==> src/design/pmc_params.svh <==
`ifndef PMC_PARAMS_SVH
`define PMC_PARAMS_SVH

// Register indices; the byte address is four times the index.
`define PMC_IDX_PWR 8'h87
`define PMC_IDX_CLK 8'hD8
`define PMC_IDX_AUX 8'hF7
`define PMC_IDX_STAT 8'h40
`define PMC_IDX_FLAG 8'h41
`define PMC_IDX_ENA 8'h42
`define PMC_ADDR_LSB 2
`define PMC_ADDR_W 10

// Reset values.
`define PMC_RST_PWR 8'h00
`define PMC_RST_CLK 8'h23
`define PMC_RST_AUX 8'h06
`define PMC_RST_ENA 8'h00

// Writable masks.
`define PMC_MASK_PWR 8'h8F
`define PMC_MASK_AUX 8'hF7

// Power mode control fields.
`define PMC_PWR_IDLE 0
`define PMC_PWR_PDN 1

// Clock source control fields.
`define PMC_CLK_SLOWTYPE 7
`define PMC_CLK_FASTTYPE 6
`define PMC_CLK_SLOWSTOP 5
`define PMC_CLK_PERSTOP 4
`define PMC_CLK_FASTSTOP 3
`define PMC_CLK_FASTSEL 2
`define PMC_CLK_DIV_HI 1
`define PMC_CLK_DIV_LO 0

// Divider codes and the cycle counts they select.
`define PMC_DIV_16 2'h0
`define PMC_DIV_4 2'h1
`define PMC_DIV_2 2'h2
`define PMC_DIV_1 2'h3
`define PMC_CNT_16 4'hF
`define PMC_CNT_4 4'h3
`define PMC_CNT_2 4'h1
`define PMC_CNT_1 4'h0

// Flag layout: ext pins 2..0, pin change 3, tick 4; enable layout: ext pins 2..0, tick 3, port1 pins 7..4.
`define PMC_NUM_EXT 3
`define PMC_NUM_P1 4
`define PMC_BIT_P1 3
`define PMC_BIT_TICK 4
`define PMC_ENA_TICK 3
`define PMC_NUM_FLAG 5
`define PMC_ENA_P1_LO 4

// AXI responses.
`define PMC_RESP_OKAY 2'h0
`define PMC_RESP_SLVERR 2'h2

`endif

==> src/design/pmc_pkg.sv <==
package pmc_pkg;

    // Operating mode; fast and slow running share the run state.
    typedef enum logic [1:0] {
        PMC_RUN = 2'b00,
        PMC_IDLE = 2'b01,
        PMC_HALT = 2'b10,
        PMC_STOP = 2'b11
    } pmc_mode_e;

    // Clock gate enables handed to the clock tree.
    typedef struct packed {
        logic cpu;
        logic periph;
        logic tick;
        logic wdt;
        logic fast_osc;
        logic slow_osc;
    } pmc_gates_s;

    // Oscillator selection handed to the clock mux.
    typedef struct packed {
        logic fast_sel;
        logic fast_xtal;
        logic slow_xtal;
    } pmc_osc_s;

endpackage

==> src/design/pmc_top.sv <==
`include "pmc_params.svh"
`timescale 1ns/1ps
`default_nettype none

module pmc_top (
    // Clock and reset.
    input wire logic i_clk,
    input wire logic i_rstn,
    // AXI4-Lite write address and data.
    input wire logic i_awvalid,
    output logic o_awready,
    input wire logic [`PMC_ADDR_W-1:0] i_awaddr,
    input wire logic i_wvalid,
    output logic o_wready,
    input wire logic [31:0] i_wdata,
    input wire logic [3:0] i_wstrb,
    // AXI4-Lite write response.
    output logic o_bvalid,
    input wire logic i_bready,
    output logic [1:0] o_bresp,
    // AXI4-Lite read.
    input wire logic i_arvalid,
    output logic o_arready,
    input wire logic [`PMC_ADDR_W-1:0] i_araddr,
    output logic o_rvalid,
    input wire logic i_rready,
    output logic [31:0] o_rdata,
    output logic [1:0] o_rresp,
    // Wake and interrupt sources.
    input wire logic [`PMC_NUM_EXT-1:0] i_ext_irq_pin,
    input wire logic [`PMC_NUM_P1-1:0] i_port1_pin,
    input wire logic i_tick_irq,
    input wire logic i_other_irq,
    input wire logic i_wdt_en,
    // Clock control outputs.
    output pmc_pkg::pmc_gates_s o_gates,
    output pmc_pkg::pmc_osc_s o_osc,
    output logic o_sys_clk_en,
    output pmc_pkg::pmc_mode_e o_mode
);
    import pmc_pkg::*;

    localparam int NPIN = `PMC_NUM_EXT + `PMC_NUM_P1;

    // ********************
    // Pin synchronisers
    // ********************

    logic [NPIN-1:0] pin_raw;
    logic [NPIN-1:0] s1_reg;
    logic [NPIN-1:0] s2_reg;
    logic [NPIN-1:0] s3_reg;
    logic [NPIN-1:0] pin_reg;
    logic [NPIN-1:0] pin_prev_reg;

    assign pin_raw = {i_port1_pin, i_ext_irq_pin};

    // A level counts only once the second and third stages agree,
    // which also rejects a single-cycle glitch.
    genvar g;
    generate
        for (g = 0; g < NPIN; g++) begin : g_sync
            always_ff @(posedge i_clk) begin
                if (!i_rstn) begin
                    s1_reg[g] <= 1'b1;
                    s2_reg[g] <= 1'b1;
                    s3_reg[g] <= 1'b1;
                    pin_reg[g] <= 1'b1;
                    pin_prev_reg[g] <= 1'b1;
                end else begin
                    s1_reg[g] <= pin_raw[g];
                    s2_reg[g] <= s1_reg[g];
                    s3_reg[g] <= s2_reg[g];
                    if (s2_reg[g] == s3_reg[g]) begin
                        pin_reg[g] <= s3_reg[g];
                    end
                    pin_prev_reg[g] <= pin_reg[g];
                end
            end
        end
    endgenerate

    // ********************
    // Registers and events
    // ********************

    logic [7:0] pwr_reg;
    logic [7:0] clk_reg;
    logic [7:0] aux_reg;
    logic [7:0] ena_reg;
    logic [`PMC_NUM_FLAG-1:0] flag_reg;
    logic [`PMC_NUM_FLAG-1:0] flag_set;
    logic [`PMC_NUM_EXT-1:0] ext_fall;
    logic [`PMC_NUM_P1-1:0] p1_chg;
    logic [`PMC_NUM_EXT-1:0] ext_en;
    logic [`PMC_NUM_P1-1:0] p1_en;
    logic ext_low_armed;
    logic pin_wake;
    logic tick_wake;
    logic any_wake;
    pmc_mode_e mode_reg;

    assign ext_en = ena_reg[`PMC_NUM_EXT-1:0];
    assign p1_en = ena_reg[`PMC_ENA_P1_LO+`PMC_NUM_P1-1:`PMC_ENA_P1_LO];
    assign ext_fall = pin_prev_reg[`PMC_NUM_EXT-1:0]
                    & ~pin_reg[`PMC_NUM_EXT-1:0];
    assign p1_chg = pin_prev_reg[NPIN-1:`PMC_NUM_EXT]
                  ^ pin_reg[NPIN-1:`PMC_NUM_EXT];

    // Flags are set by the event alone, never by its enable.
    assign flag_set = {i_tick_irq, |p1_chg, ext_fall};

    // An enabled ext pin held low blocks Halt and Stop entry.
    assign ext_low_armed = |(ext_en & ~pin_reg[`PMC_NUM_EXT-1:0]);

    // Pin wake sources: three ext pins and four port1 bits.
    assign pin_wake = |(flag_reg[`PMC_NUM_EXT-1:0] & ext_en)
                    | (flag_reg[`PMC_BIT_P1] & |p1_en);
    assign tick_wake = flag_reg[`PMC_BIT_TICK] & ena_reg[`PMC_ENA_TICK];
    assign any_wake = pin_wake | tick_wake | i_other_irq;

    // ********************
    // AXI4-Lite slave
    // ********************

    logic aw_hold_reg;
    logic w_hold_reg;
    logic [`PMC_ADDR_W-1:0] awaddr_reg;
    logic [7:0] wbyte_reg;
    logic wlane_reg;
    logic wr_go;
    logic [7:0] wr_idx;
    logic wr_hit;
    logic [7:0] rd_idx;
    logic [7:0] rd_val;
    logic rd_hit;

    // A write is done once address and data are both held and
    // the previous response has been taken.
    assign wr_go = aw_hold_reg & w_hold_reg & ~o_bvalid;
    assign wr_idx = awaddr_reg[`PMC_ADDR_W-1:`PMC_ADDR_LSB];
    assign rd_idx = i_araddr[`PMC_ADDR_W-1:`PMC_ADDR_LSB];

    // Address and data channels are taken independently.
    always_ff @(posedge i_clk) begin
        if (!i_rstn) begin
            aw_hold_reg <= 1'b0;
            w_hold_reg <= 1'b0;
            awaddr_reg <= '0;
            wbyte_reg <= 8'h00;
            wlane_reg <= 1'b0;
        end else begin
            if (i_awvalid && o_awready) begin
                aw_hold_reg <= 1'b1;
                awaddr_reg <= i_awaddr;
            end else if (wr_go) begin
                aw_hold_reg <= 1'b0;
            end
            if (i_wvalid && o_wready) begin
                w_hold_reg <= 1'b1;
                wbyte_reg <= i_wdata[7:0];
                wlane_reg <= i_wstrb[0];
            end else if (wr_go) begin
                w_hold_reg <= 1'b0;
            end
        end
    end

    // Ready is offered only while the holding slot is empty.
    always_ff @(posedge i_clk) begin
        if (!i_rstn) begin
            o_awready <= 1'b0;
            o_wready <= 1'b0;
        end else begin
            o_awready <= ~(aw_hold_reg | (i_awvalid & o_awready)) | wr_go;
            o_wready <= ~(w_hold_reg | (i_wvalid & o_wready)) | wr_go;
        end
    end

    always_comb begin
        unique case (wr_idx)
            `PMC_IDX_PWR, `PMC_IDX_CLK, `PMC_IDX_AUX,
            `PMC_IDX_STAT, `PMC_IDX_FLAG, `PMC_IDX_ENA: wr_hit = 1'b1;
            default: wr_hit = 1'b0;
        endcase
    end

    // Write response; an unmapped address answers SLVERR.
    always_ff @(posedge i_clk) begin
        if (!i_rstn) begin
            o_bvalid <= 1'b0;
            o_bresp <= `PMC_RESP_OKAY;
        end else if (wr_go) begin
            o_bvalid <= 1'b1;
            o_bresp <= wr_hit ? `PMC_RESP_OKAY : `PMC_RESP_SLVERR;
        end else if (i_bready) begin
            o_bvalid <= 1'b0;
        end
    end

    // Read mux; bits above the low byte read as zero.
    always_comb begin
        rd_hit = 1'b1;
        unique case (rd_idx)
            `PMC_IDX_PWR: rd_val = pwr_reg;
            `PMC_IDX_CLK: rd_val = clk_reg;
            `PMC_IDX_AUX: rd_val = aux_reg;
            `PMC_IDX_STAT: rd_val = {5'h00, ext_low_armed, mode_reg};
            `PMC_IDX_FLAG: rd_val = {3'h0, flag_reg};
            `PMC_IDX_ENA: rd_val = ena_reg;
            default: begin
                rd_val = 8'h00;
                rd_hit = 1'b0;
            end
        endcase
    end

    always_ff @(posedge i_clk) begin
        if (!i_rstn) begin
            o_arready <= 1'b0;
            o_rvalid <= 1'b0;
            o_rdata <= 32'h0000_0000;
            o_rresp <= `PMC_RESP_OKAY;
        end else begin
            o_arready <= ~o_rvalid & ~(i_arvalid & o_arready);
            if (i_arvalid && o_arready) begin
                o_rvalid <= 1'b1;
                o_rdata <= {24'h00_0000, rd_val};
                o_rresp <= rd_hit ? `PMC_RESP_OKAY : `PMC_RESP_SLVERR;
            end else if (i_rready) begin
                o_rvalid <= 1'b0;
            end
        end
    end

    // ********************
    // Control registers
    // ********************

    logic wr_byte;
    logic fast_sel_now;
    logic fast_stop_now;
    logic [7:0] clk_next;
    logic pd_ok;
    logic leave;

    assign wr_byte = wr_go & wlane_reg;
    assign fast_sel_now = clk_reg[`PMC_CLK_FASTSEL];
    assign fast_stop_now = clk_reg[`PMC_CLK_FASTSTOP];
    assign pd_ok = ~ext_low_armed;

    // Guarded bits keep their old value when the write is illegal.
    always_comb begin
        clk_next = clk_reg;
        clk_next[`PMC_CLK_SLOWSTOP] = wbyte_reg[`PMC_CLK_SLOWSTOP];
        clk_next[`PMC_CLK_PERSTOP] = wbyte_reg[`PMC_CLK_PERSTOP];
        clk_next[`PMC_CLK_DIV_HI:`PMC_CLK_DIV_LO] =
            wbyte_reg[`PMC_CLK_DIV_HI:`PMC_CLK_DIV_LO];
        if (fast_sel_now) begin
            clk_next[`PMC_CLK_SLOWTYPE] = wbyte_reg[`PMC_CLK_SLOWTYPE];
        end
        if (!fast_sel_now) begin
            clk_next[`PMC_CLK_FASTTYPE] = wbyte_reg[`PMC_CLK_FASTTYPE];
            clk_next[`PMC_CLK_FASTSTOP] = wbyte_reg[`PMC_CLK_FASTSTOP];
        end
        // Selecting the fast clock in the same write that stops it
        // would leave the system without a clock, so it is dropped.
        if (!fast_stop_now && !clk_next[`PMC_CLK_FASTSTOP]) begin
            clk_next[`PMC_CLK_FASTSEL] = wbyte_reg[`PMC_CLK_FASTSEL];
        end
    end

    always_ff @(posedge i_clk) begin
        if (!i_rstn) begin
            clk_reg <= `PMC_RST_CLK;
        end else if (wr_byte && wr_idx == `PMC_IDX_CLK) begin
            clk_reg <= clk_next;
        end
    end

    always_ff @(posedge i_clk) begin
        if (!i_rstn) begin
            aux_reg <= `PMC_RST_AUX;
            ena_reg <= `PMC_RST_ENA;
        end else if (wr_byte) begin
            if (wr_idx == `PMC_IDX_AUX) begin
                aux_reg <= wbyte_reg & `PMC_MASK_AUX;
            end
            if (wr_idx == `PMC_IDX_ENA) begin
                ena_reg <= wbyte_reg;
            end
        end
    end

    // Flags clear by writing one; a new event in the same cycle wins.
    always_ff @(posedge i_clk) begin
        if (!i_rstn) begin
            flag_reg <= '0;
        end else if (wr_byte && wr_idx == `PMC_IDX_FLAG) begin
            flag_reg <= (flag_reg & ~wbyte_reg[`PMC_NUM_FLAG-1:0])
                      | flag_set;
        end else begin
            flag_reg <= flag_reg | flag_set;
        end
    end

    // ********************
    // Mode machine
    // ********************

    // Wake-up from the current sleep state.
    always_comb begin
        unique case (mode_reg)
            PMC_IDLE: leave = any_wake;
            PMC_HALT: leave = pin_wake | tick_wake;
            PMC_STOP: leave = pin_wake;
            PMC_RUN: leave = 1'b0;
        endcase
    end

    // The request bits are cleared by hardware on wake-up; the
    // clock register is untouched, so the old selection returns.
    always_ff @(posedge i_clk) begin
        if (!i_rstn) begin
            pwr_reg <= `PMC_RST_PWR;
        end else if (leave) begin
            pwr_reg[`PMC_PWR_IDLE] <= 1'b0;
            pwr_reg[`PMC_PWR_PDN] <= 1'b0;
        end else if (wr_byte && wr_idx == `PMC_IDX_PWR) begin
            pwr_reg <= wbyte_reg & `PMC_MASK_PWR;
            if (!pd_ok) begin
                pwr_reg[`PMC_PWR_PDN] <= 1'b0;
            end
        end
    end

    // Power-down has priority over idle when both are set.
    always_ff @(posedge i_clk) begin
        if (!i_rstn) begin
            mode_reg <= PMC_RUN;
        end else begin
            unique case (mode_reg)
                PMC_RUN: begin
                    if (pwr_reg[`PMC_PWR_PDN]) begin
                        mode_reg <= clk_reg[`PMC_CLK_SLOWSTOP]
                                  ? PMC_STOP
                                  : PMC_HALT;
                    end else if (pwr_reg[`PMC_PWR_IDLE]) begin
                        mode_reg <= PMC_IDLE;
                    end
                end
                PMC_IDLE, PMC_HALT, PMC_STOP: begin
                    if (leave) begin
                        mode_reg <= PMC_RUN;
                    end
                end
            endcase
        end
    end

    // ********************
    // Clock gates and oscillator selection
    // ********************

    logic run;
    logic idle;

    assign run = mode_reg == PMC_RUN;
    assign idle = mode_reg == PMC_IDLE;

    always_ff @(posedge i_clk) begin
        if (!i_rstn) begin
            o_gates <= '{cpu: 1'b1, periph: 1'b1, tick: 1'b1,
                         wdt: 1'b1, fast_osc: 1'b1, slow_osc: 1'b1};
            o_osc <= '0;
            o_mode <= PMC_RUN;
        end else begin
            o_gates.cpu <= run;
            o_gates.periph <= run
                            | (idle & ~clk_reg[`PMC_CLK_PERSTOP]);
            o_gates.tick <= run | idle
                          | (mode_reg == PMC_HALT
                             & ena_reg[`PMC_ENA_TICK]);
            o_gates.wdt <= run | idle | i_wdt_en;
            o_gates.fast_osc <= (fast_sel_now | ~fast_stop_now)
                              & (run | idle);
            o_gates.slow_osc <= mode_reg != PMC_STOP;
            o_osc.fast_sel <= fast_sel_now;
            o_osc.fast_xtal <= clk_reg[`PMC_CLK_FASTTYPE];
            o_osc.slow_xtal <= clk_reg[`PMC_CLK_SLOWTYPE];
            o_mode <= mode_reg;
        end
    end

    // ********************
    // System clock divider
    // ********************

    logic [3:0] div_cnt_reg;
    logic [3:0] div_top_reg;
    logic [3:0] div_top_next;

    always_comb begin
        unique case (clk_reg[`PMC_CLK_DIV_HI:`PMC_CLK_DIV_LO])
            `PMC_DIV_16: div_top_next = `PMC_CNT_16;
            `PMC_DIV_4: div_top_next = `PMC_CNT_4;
            `PMC_DIV_2: div_top_next = `PMC_CNT_2;
            `PMC_DIV_1: div_top_next = `PMC_CNT_1;
        endcase
    end

    // The new ratio is loaded only at the wrap of the count, so the
    // enable never shows a runt period; the longest wait is 16 cycles.
    always_ff @(posedge i_clk) begin
        if (!i_rstn) begin
            div_cnt_reg <= 4'h0;
            div_top_reg <= `PMC_CNT_1;
            o_sys_clk_en <= 1'b0;
        end else if (div_cnt_reg >= div_top_reg) begin
            div_cnt_reg <= 4'h0;
            div_top_reg <= div_top_next;
            o_sys_clk_en <= 1'b1;
        end else begin
            div_cnt_reg <= div_cnt_reg + 4'h1;
            o_sys_clk_en <= 1'b0;
        end
    end

endmodule

`default_nettype wire

==> config.mk <==
export PLATFORM = sky130hd
export DESIGN_NAME = pmc_top
export DESIGN_NICKNAME = d
export VERILOG_FILES = /design/src/design/pmc_pkg.sv /design/src/design/pmc_top.sv
export VERILOG_INCLUDE_DIRS = /design/src /design/src/design
export SDC_FILE = /design/constraint.sdc
export NUM_CORES = 1
export LEC_CHECK = 0
export BUFFER_PORTS_ARGS = -buffer_cell sky130_fd_sc_hd__buf_2
export CAP_MARGIN = 0
export CORE_MARGIN = 4
export CORE_UTILIZATION = 47
export DETAILED_ROUTE_END_ITERATION = 6
export PLACE_DENSITY = 0.75
export SLEW_MARGIN = 20
export SYNTH_ARGS = -nofsm -noshare
export SYNTH_HDL_FRONTEND = slang
export SYNTH_SLANG_ARGS = --single-unit
==> constraint.sdc <==
create_clock -name i_clk -period 1.6 [get_ports i_clk]
set_input_delay 0.32 -clock i_clk [delete_from_list [all_inputs] [get_ports i_clk]]
set_output_delay 0.32 -clock i_clk [all_outputs]
set_load 0.02 [all_outputs]
Yosys cells after proc, flatten, opt, wreduce, memory -nomap -nowiden
Index checks and enable logic that the tools add are counted.

word-level totals
  bits of input ports = 73
  word-level logic and storage cells = 198
  flip-flop bits (word level) = 128
  output and inout bits = 53

operators by class
  bitwise gates (word level) = 43
  equal/unequal tests = 28
  reduce and logical (&&, ||, !) cells = 31
  $lt $le $gt $ge = 1
  muxes and demuxes = 23
  $add $sub $neg = 1

operator list
  kind                                                                    number
  8-bit by 7-bit equality test with 1-bit output (second input constant)  6
  8-bit equality test (second input constant)                             6
  8-bit one-hot mux with 6 select lines                                   1
  4-bit one-hot mux with 4 select lines                                   1
  2-bit AND reduction                                                     7
  1-bit 2-to-1 mux                                                        13
  1-bit AND                                                               12
  1-bit OR                                                                12
  6-bit OR reduction                                                      2
  2-bit 2-to-1 mux                                                        5
  1-bit inverter                                                          10
  5-bit OR                                                                2
  3-bit AND                                                               3
  3-bit OR reduction                                                      3
  2-bit equality test (second input constant)                             4
  2-bit nonzero test                                                      4
  4-bit OR reduction                                                      2
  1-bit equality test                                                     7
  1-bit logical AND                                                       7
  5-bit AND                                                               1
  5-bit 2-to-1 mux                                                        1
  5-bit inverter                                                          1
  4-bit by 1-bit adder with 4-bit output (second input constant)          1
  2-bit by 1-bit equality test with 1-bit output (second input constant)  2
  10 further kinds                                                        14

Longest topological paths before layout
Gate-level depths: netlist of the first run.

  depth in word-level cells = 8
  mapped depth = 7
  gate-level depth less buffers = 7

Worst setup path before layout of the first run
No wires, ideal clock.

  kind = reg-to-reg
  start point = reg o_bvalid
  end point = reg aux_reg[1]
  data arrival time = 1,583 ps
  period minus slack after synthesis = 1,710 ps
  stages on the path, launching flop included = 6
  setup time = 127 ps
  slack = -110 ps
  path buffers = 0
  required time = 1,473 ps
  cell sequence = dfxtp_1 -> nand4b_1 -> nor4_1 -> nand3_1 -> mux2i_1 -> nand2_1

on the way
  cells in the longest elaborated chain, start to end = 4

ends and longest elaborated chain
  what                           line            source
  start: declaration             pmc_top.sv:18   output logic o_bvalid,
  start signal: assignment       pmc_top.sv:191  o_bvalid <= 1'b0;
  start signal: assignment       pmc_top.sv:194  o_bvalid <= 1'b1;
  start signal: assignment       pmc_top.sv:197  o_bvalid <= 1'b0;
  1-bit inverter                 pmc_top.sv:140  assign wr_go = aw_hold_reg & w_hold_reg & ~o_bvalid;
  1-bit AND                      pmc_top.sv:140
  1-bit AND                      pmc_top.sv:247  assign wr_byte = wr_go & wlane_reg;
  2-bit AND reduction (no line)  --
  end signal: assignment         pmc_top.sv:283  aux_reg <= `PMC_RST_AUX;
  end signal: assignment         pmc_top.sv:287  aux_reg <= wbyte_reg & `PMC_MASK_AUX;
  end: declaration               pmc_top.sv:89   logic [7:0] aux_reg;

No other way between the ends.
A chain may end at the register's enable or synchronous reset.

Final worst setup path of the first run
  start point = reg awaddr_reg[9]
  end point = reg flag_reg[0]

on the way
  cells in the longest elaborated chain, start to end = 3

ends and longest elaborated chain
  what                                            line            source
  start: declaration                              pmc_top.sv:128  logic [`PMC_ADDR_W-1:0] awaddr_reg;
  start signal: assignment                        pmc_top.sv:155  awaddr_reg <= i_awaddr;
  8-bit by 7-bit equality test with 1-bit output  --
  1-bit logical AND (no line)                     --
  5-bit 2-to-1 mux                                pmc_top.sv:299  end else if (wr_byte && wr_idx == `PMC_IDX_FLAG) begin
  end signal: assignment                          pmc_top.sv:300  flag_reg <= (flag_reg & ~wbyte_reg[`PMC_NUM_FLAG-1:0])
  end signal: assignment                          pmc_top.sv:303  flag_reg <= flag_reg | flag_set;
  end: declaration                                pmc_top.sv:91   logic [`PMC_NUM_FLAG-1:0] flag_reg;

No other way between the ends.

==> run summary, run 1 <==
Of the total power, combinational logic draws 0.060. The clock insertion delay at the later pin of the skew report is 0.51 ns. The largest buffer count on any clock path came out at 2. The worst setup slack after placement is -0.290 ns.

The final setup skew is 0.00686 ns. STA classifies the critical path endpoint as a flip-flop. The power density over the cells is 1170 nW/um2. From synthesis to final layout, the design area changed by 29.1%. The wire length of the first global-routing pass is 18400 um. The multiplexer area fraction after synthesis is 0.0631.

The register share of total power is 0.427. After routing the design area is 6370 um2. The portion of total power attributed to the clock network came out at 0.513. 0 antenna diodes ended up in the layout. The number of flip-flops and latches in the synthesized netlist is 123. Setup repair after global routing could not meet its margin everywhere. Walking the worst path, the cells encountered are or4b_4 -> nor4_2 -> buf_4 -> nand2_1 -> a21oi_1 -> nor2_1.

Signal routing reaches up to met4. The count of pins over their slew limit was 0. The synthesized instance count came out at 537.

The post-detailed-route via-to-cell ratio is 5.02. The fmax came out at 606 MHz. The arrival time reported for the critical path endpoint came out at 2.03 ns. The switching fraction of total power is 0.233. After the last flow step, the layout net total stands at 728. The overall power consumption came out at 7450 uW.

In the synthesized netlist the dominant register cell turns out to be dfxtp_1. For this block, the via count after detailed routing is 4010. The routed metal-1 wire length is 4860 um. The fraction of the mapped netlist area in compound gates came out at 0.120.

The tightest min-delay check is of the in2reg type. In the synthesized netlist, the cells that appear most often are dfxtp_1 (123), nand2_1 (62), nor2_1 (58), a21oi_1 (50), nand2b_1 (33). The adder-cell share of the synthesized area is 0.0127. The tree is rooted in a clkbuf_8.

By area, the combinational part of the netlist is dominated by simple AND/OR/NAND/NOR gates. The post-placement cell count came out at 757. The leftover overflow at the end of global routing is 0. The fraction of registers with async set/reset came out at 0. Of the synthesized area, sequential elements account for 0.499.

In this design, the largest share of critical-path delay is due to simple AND/OR/NAND/NOR gates. The total number of clock tree sinks came out at 123. The remaining number of nets flagged by the antenna check after routing is 0. After detailed routing, the number of remaining DRC violations is 0. After the first detailed-routing iteration, the DRC count stood at 214. The worst vdd rail ir drop is 0.000829 V. The final reports fail on setup timing. Of the available clock period, the critical path in the final layout requires 1.03. The count of non-filler cells in the finished layout is 799. STA puts the critical path data required time at 1.98 ns. The number of buffer and inverter instances along the worst setup path is 1. The switching power summed over all nets is 1740 uW. The sum of met2 wire segment lengths after detailed routing came out at 5440 um. The count of flip-flops with a built-in enable after synthesis came out at 0.

In this run the cell area of the synthesized design comes to 4940 um2. The routed design has 11100 um of wire. The most common cell in the netlist is dfxtp_1. The top cell type's share of synthesized area is 0.499. Of the cells placed in the final design, the portion with a size suffix greater than 1 is 0.259. The worst setup path is launched from a flip-flop. In this run the worst path has a maximum fanout of 5. From bottom edge to top edge, the die measures 110 um. The initial utilization of the core area, before any placement, comes to 0.480. The final worst-path setup slack is -0.0504 ns.

Ranked by total cell area, the synthesized netlist is headed by dfxtp_1 (50%), mux2i_1 (6.1%), a21oi_1 (5.1%), nand2_1 (4.7%), nor2_1 (4.4%). The worst setup path is of the reg2reg kind. The maximum number of pins on one net before global-route repair is 64.

The area share of and/or/nand/nor cells after synthesis is 0.226. In this run the mean area of a mapped cell was 9.19 um2. TritonCTS built the clock tree. The clock tree synthesis step divided the H-tree into 4 levels.

At the end of routability-driven placement, the weighted congestion stood at 0.883. The detailed placer's ending HPWL is 7800 um. The number of antenna violations at the first check in global routing came to 0. During I/O placement, the number of pins put on the boundary was 126.

The CTS clock-pin slew for the worst setup and hold paths came out at 0.06 ns. The biggest area consumer among synthesized cells is dfxtp_1. The standard cell with the maximum stage delay on the critical path is or4b_4. The total die area came out at 12200 um2. The total CTS buffers came out at 17. Of the total synthesized cell area, the portion taken by XOR and XNOR cells is 0.0106.

The total of buffers placed on input and output ports came out at 68. The final-layout fill cell count came out at 856. The delay of the slowest critical-path stage is 0.56 ns. Max-cap violations in this run came to 0. The global router's overall resource usage is 0.182.

The met3 wirelength from detailed routing came out at 679 um. The number of detailed-routing iterations run before antenna repair is 4. Once placement finished, the instance area stood at 5580 um2.

The width of the die is 110 um. The number of hold violations in the final report was 0. The internal portion of the total power is 5720 uW. The number of rows created at floorplan came out at 37. The number of global-route vias before repair was 3941. The average detailed-routed wire length per instance is 13.8 um. The share of the core filled with cells in the final layout is 0.620. The final count of negative-setup-slack endpoints is 13. The number of warnings reported in the yosys synthesis log is 0. The flow ran to the end, but the final reports show violations. The total core area is 10300 um2. The number of distinct library cells after synthesis came out at 60. The analysis attributes to cell leakage a power of 0.00268 uW. The time the worst path needs with I/O delays and setup came out at 1.65 ns.
-- cell type report --
cell class | instances | area, um2 | share of cell area
Timing Repair Buffer | 116 | 761 | 0.119
Sequential cell | 123 | 2470 | 0.387
Multi-Input combinational cell | 381 | 2330 | 0.366
Clock buffer | 17 | 414 | 0.0650
Clock inverter | 15 | 191 | 0.0300
Inverter | 11 | 41.3 | 0.00648
Tap cell | 136 | 170 | 0.0267
-- cells in the final DEF (no fill, tap or decap), drive strengths merged, types with 2 or more instances in the layout --
| cell type | synthesis | routed |
|---|---|---|
| o41ai | 2 | 2 |
| clkinvlp | 0 | 2 |
| nand4b | 2 | 2 |
| a2bb2oi | 2 | 2 |
| a221oi | 5 | 5 |
| inv | 11 | 15 |
| nand3 | 13 | 13 |
| dfxtp | 123 | 123 |
| nand4 | 2 | 2 |
| nor2 | 58 | 58 |
| bufinv | 0 | 3 |
| conb | 1 | 26 |
| or3 | 3 | 3 |
| and2 | 9 | 9 |
| a21oi | 50 | 50 |
| o21ai | 21 | 21 |
| dlygate4sd3 | 0 | 8 |
| a31oi | 3 | 3 |
| nand2b | 33 | 33 |
| or2 | 2 | 2 |
| mux2i | 30 | 30 |
| xnor2 | 5 | 5 |
| buf | 33 | 108 |
| nand2 | 62 | 62 |
| a2111oi | 2 | 2 |
| nor2b | 8 | 8 |
| and3 | 2 | 2 |
| nor4b | 2 | 2 |
| or4b | 3 | 3 |
| nor3 | 4 | 4 |
| clkinv | 0 | 6 |
| nand3b | 3 | 3 |
| nor4 | 2 | 2 |
| ha | 5 | 5 |
| a22oi | 5 | 5 |
| clkbuf | 14 | 17 |
-- power by group through the flow --
stage / combinational (uW) / clock, uW / sequential (uW)
floorplan: 286 / 0 / 3260
global placement: 413 / 0 / 3240
detailed placement: 422 / 0 / 3250
CTS: 443 / 3900 / 3180
global route: 491 / 4050 / 3190
finish: 448 / 3820 / 3180
-- worst paths after layout --
path	endpoint	slack, ns	startpoint	cells after the start
max reg2reg	flag_reg[0]$_SDFF_PN0_	-0.05	awaddr_reg[9]$_SDFFE_PN0P_	6
min reg2reg	s2_reg[0]$_SDFF_PN1_	0.40	s1_reg[0]$_SDFF_PN1_	1
min	wbyte_reg[0]$_SDFFE_PN0P_	0.05	i_wdata[0]	3
max	flag_reg[0]$_SDFF_PN0_	-0.05	awaddr_reg[9]$_SDFFE_PN0P_	6
-- logic make-up (layout without fill, tap and decap cells) --
group,count (synthesis),after routing
flops,123,123
simple gates,214,214
compound gates,99,99
other cells,1,26
mux,31,31
buf+inv,58,159
fa+ha+maj,5,5
xor+xnor,6,6
-- timing repair --
item                                   4_1_cts  5_1_grt
pin swaps                                    2        7
hold buffers                                 8        0
resized for setup                           10       13
buffers inserted                             1        1
endpoints found under the hold margin        8        0
setup endpoints to repair                   30       36
-- stage by stage --
step / hold slack [ns] / setup TNS [ns]
finish: 0.0525 / -0.295
detailed placement: 0.392 / -3.92
CTS: 0.0299 / -0.276
global placement: 0.390 / -2.89
global route: 0.0313 / -2.20
floorplan: 0.386 / -0.438
-- worst min-delay path: cells and delay by family --
family	cells	cell delay, ns
and+or+nand+nor	1	0.05
buffers and inverters	1	0.10
AOI/OAI and AO/OA	1	0.05
-- metal layers --
metal	vias up	global-route usage
li1	2013	-
met1	1876	0.228
met2	113	0.303
met3	8	0.0630
met4	0	0.0452
met5	-	0
Note: power is estimated with default switching activity, not from simulation.
==> run 2, diff against run 1 <==
--- a/config.mk
+++ b/config.mk
@@ -12,6 +12,7 @@
 export CORE_UTILIZATION = 47
 export DETAILED_ROUTE_END_ITERATION = 6
 export PLACE_DENSITY = 0.75
+export REMOVE_ABC_BUFFERS = 1
 export SLEW_MARGIN = 20
 export SYNTH_ARGS = -nofsm -noshare
 export SYNTH_HDL_FRONTEND = slang
==> run summary, run 2 (synthesized netlist as in run 1, its figures left out) <==
The largest buffer count on any clock path was 2 (unchanged). The number of antenna violations at the first check in global routing is 0 (unchanged). The aggregate negative setup slack is -0.798 ns (-0.503 ns).

The arrival time reported for the critical path endpoint came out at 2.09 ns (+0.06 ns). The worst path required time came out at 2.00 ns (+0.02 ns). The worst reg2reg path startpoint is o_bvalid$_SDFFE_PN0P_. The top cell types in the final layout, fill and taps aside, are dfxtp_1 (119), buf_2 (68), nand2_1 (59).

The post-detailed-route via-to-cell ratio was 5.12 (+2.1%). The number of max-cap violations is 0 (unchanged). The net count of the finished layout came to 727 (-0.14%). The final worst-path setup slack is -0.0957 ns (-0.0453 ns).

The layout cell share with drive strength beyond 1 is 0.266 (+0.00684). The number of global-route vias before repair came out at 3890 (-1.3%). The starting utilization of the core area came out at 0.480 (unchanged). The final weighted congestion of routability-driven global placement is 0.899 (+1.8%). The power density over the cells is 1170 nW/um2 (-0.27%).

The leading cell type in the layout, fill and taps excluded is dfxtp_1. The number of hold violations in the final report came out at 0 (unchanged). The width of the die came out at 110 um (unchanged).

STA classifies the critical path endpoint as a flip-flop. The CTS clock-pin slew for the worst setup and hold paths was 0.06 ns (about the same). The critical path is of the reg2reg type. The final count of negative-setup-slack endpoints is 21 (+8). The instance area after placement came out at 5550 um2 (-0.63%). The maximum number of pins on one net before global-route repair came out at 41 (-36%).

The DRC violation count after routing came out at 0 (unchanged). The number of detailed-routing iterations run before antenna repair is 5 (+1). The run finished, with violations left. The post-placement cell count came out at 757 (unchanged).

The detailed-route wire length is 11600 um (+4.8%). The detailed placer's ending HPWL came out at 7990 um (+2.4%). The wire length of the first global-routing pass was 18600 um (+0.60%). The time the worst path needs with I/O delays and setup came out at 1.70 ns (+0.0453 ns). The area of combinational cells with multiple inputs is 2350 um2 (+0.86%). The final setup skew came out at 0.00747 ns (+0.000613 ns). The antenna diode instance count was 0 (unchanged). The worst setup path is launched from a flip-flop. The cell at the root of the clock tree is clkbuf_8.

The total core area came out at 10300 um2 (unchanged). The worst register-to-register path ends at clk_reg[6]$_SDFFE_PN0P_. TritonCTS built the clock tree. The worst hold path cell count is 2 (-1). The finished layout cell area is 6360 um2 (-0.24%). The total number of clock tree sinks came out at 123 (unchanged). The number of vias in the routed layout is 4083 (+1.8%). The remaining number of nets flagged by the antenna check after routing is 0 (unchanged). The final-layout fill cell count is 864 (+0.93%). The total die area is 12200 um2 (unchanged). The static leakage came out at 0.00269 uW (+0.14%).

Setup repair after global routing could not meet its margin everywhere. The worst hold path begins at i_wdt_en. The count of non-filler cells in the finished layout came out at 797 (-0.25%).

The leftover overflow at the end of global routing came out at 0 (unchanged). The total of buffers placed on input and output ports came out at 68 (unchanged). The worst reg-to-reg path cell count came out at 5 (-1). The standard cell with the maximum stage delay on the critical path is nand4b_2. The global router's overall resource usage is 0.186 (+0.00307).

The clock insertion delay at the later pin of the skew report is 0.51 ns (about the same). The overall power consumption came out at 7420 uW (-0.51%). The count of boundary I/O pins is 126 (unchanged).

The die span in y is 110 um (unchanged). The maximum fanout encountered on the critical timing path came to 6 (+1). The delay of the slowest critical-path stage came to 0.42 ns (-0.14 ns). The share of the clock period used by the worst path is 1.06 (+0.0283). The area growth from synthesis to final layout came out at 28.8%.

The total area of sequential cells came out at 2470 um2 (+0.15%). The count of pins over their slew limit came out at 0 (unchanged). The critical path goes through nand4b_1 -> nand4b_2 -> nor2_2 -> mux2i_1 -> nor2_1. The number of rows created at floorplan is 37 (unchanged).

The average detailed-routed wire length per instance is 14.5 um (+5.1%). The DRC marker count from the first detailed-route iteration is 263 (+23%). The type of the worst min-delay path is in2reg.

The H-tree depth reported by CTS is 4 (unchanged). The minimum setup slack among reg-to-reg paths is -0.1 ns (-0.05 ns). The hold-critical path endpoint is o_gates[2]$_SDFF_PN1_. The total CTS buffers came out at 17 (unchanged). The worst vdd rail ir drop came out at 0.000880 V (+6.2%).

The checks that failed: setup timing. The fmax came to 590 MHz (-2.7%).
## run 2: layer usage
layer | global-route usage | routed length, um | up-vias
met5 | 0 | 0 | -
met4 | 0.0681 | 245 | 0
met3 | 0.0553 | 743 | 25
met2 | 0.320 | 5900 | 140
met1 | 0.217 | 4700 | 1912
li1 | - | - | 2006
## run 2: worst max path at each step
stage                               start                      end  cells past startpoint  slack (ns)
3_3_place_gp                  i_araddr[4]  o_rdata[7]$_SDFFE_PN0P_                      6       -0.26
6_report            o_bvalid$_SDFFE_PN0P_  clk_reg[6]$_SDFFE_PN0P_                      5        -0.1
5_1_grt             o_bvalid$_SDFFE_PN0P_  aux_reg[2]$_SDFFE_PN1P_                      6       -0.19
4_1_cts             o_bvalid$_SDFFE_PN0P_  clk_reg[6]$_SDFFE_PN0P_                      5       -0.03
3_5_place_dp                  i_araddr[4]  o_rdata[7]$_SDFFE_PN0P_                      6       -0.29
2_1_floorplan  awaddr_reg[5]$_SDFFE_PN0P_  ena_reg[0]$_SDFFE_PN0P_                      5       -0.25
## run 2: repair_timing
| action | 4_1_cts | 5_1_grt |
|---|---|---|
| endpoints found under the setup margin | 31 | 39 |
| gates cloned | 0 | 0 |
| setup buffers | 0 | 2 |
| hold buffers | 7 | 0 |
| resized for setup | 12 | 22 |
| pin swaps | 4 | 12 |
| hold endpoints to repair | 7 | 0 |
## run 2: power by group
part           total, uW  leakage, uW  switching [uW]  internal [uW]
clock               3790     0.000291            1270           2520
combinational        444      0.00139             267            177
sequential          3190      0.00100            51.8           3130
## run 2: cell type report
class,instances,share of cell area
Sequential cell,123,0.388
Multi-Input combinational cell,381,0.370
Timing Repair Buffer,115,0.116
Clock buffer,24,0.0756
Tap cell,136,0.0268
Clock inverter,7,0.0177
Inverter,11,0.00649
## run 2: metrics by stage
step                 util  hold slack, ns  setup WS (ns)
global placement    0.540           0.387         -0.259
CTS                 0.608          0.0299        -0.0264
floorplan               -           0.382         -0.248
global route        0.619          0.0230         -0.191
finish              0.619          0.0400        -0.0957
detailed placement  0.540           0.396         -0.293
## run 2: worst max-delay path, delay by kind of cell, from the launching register on
family / cells / cell delay (ns)
simple gates: 4 / 1.03
flops: 1 / 0.32
mux: 1 / 0.24
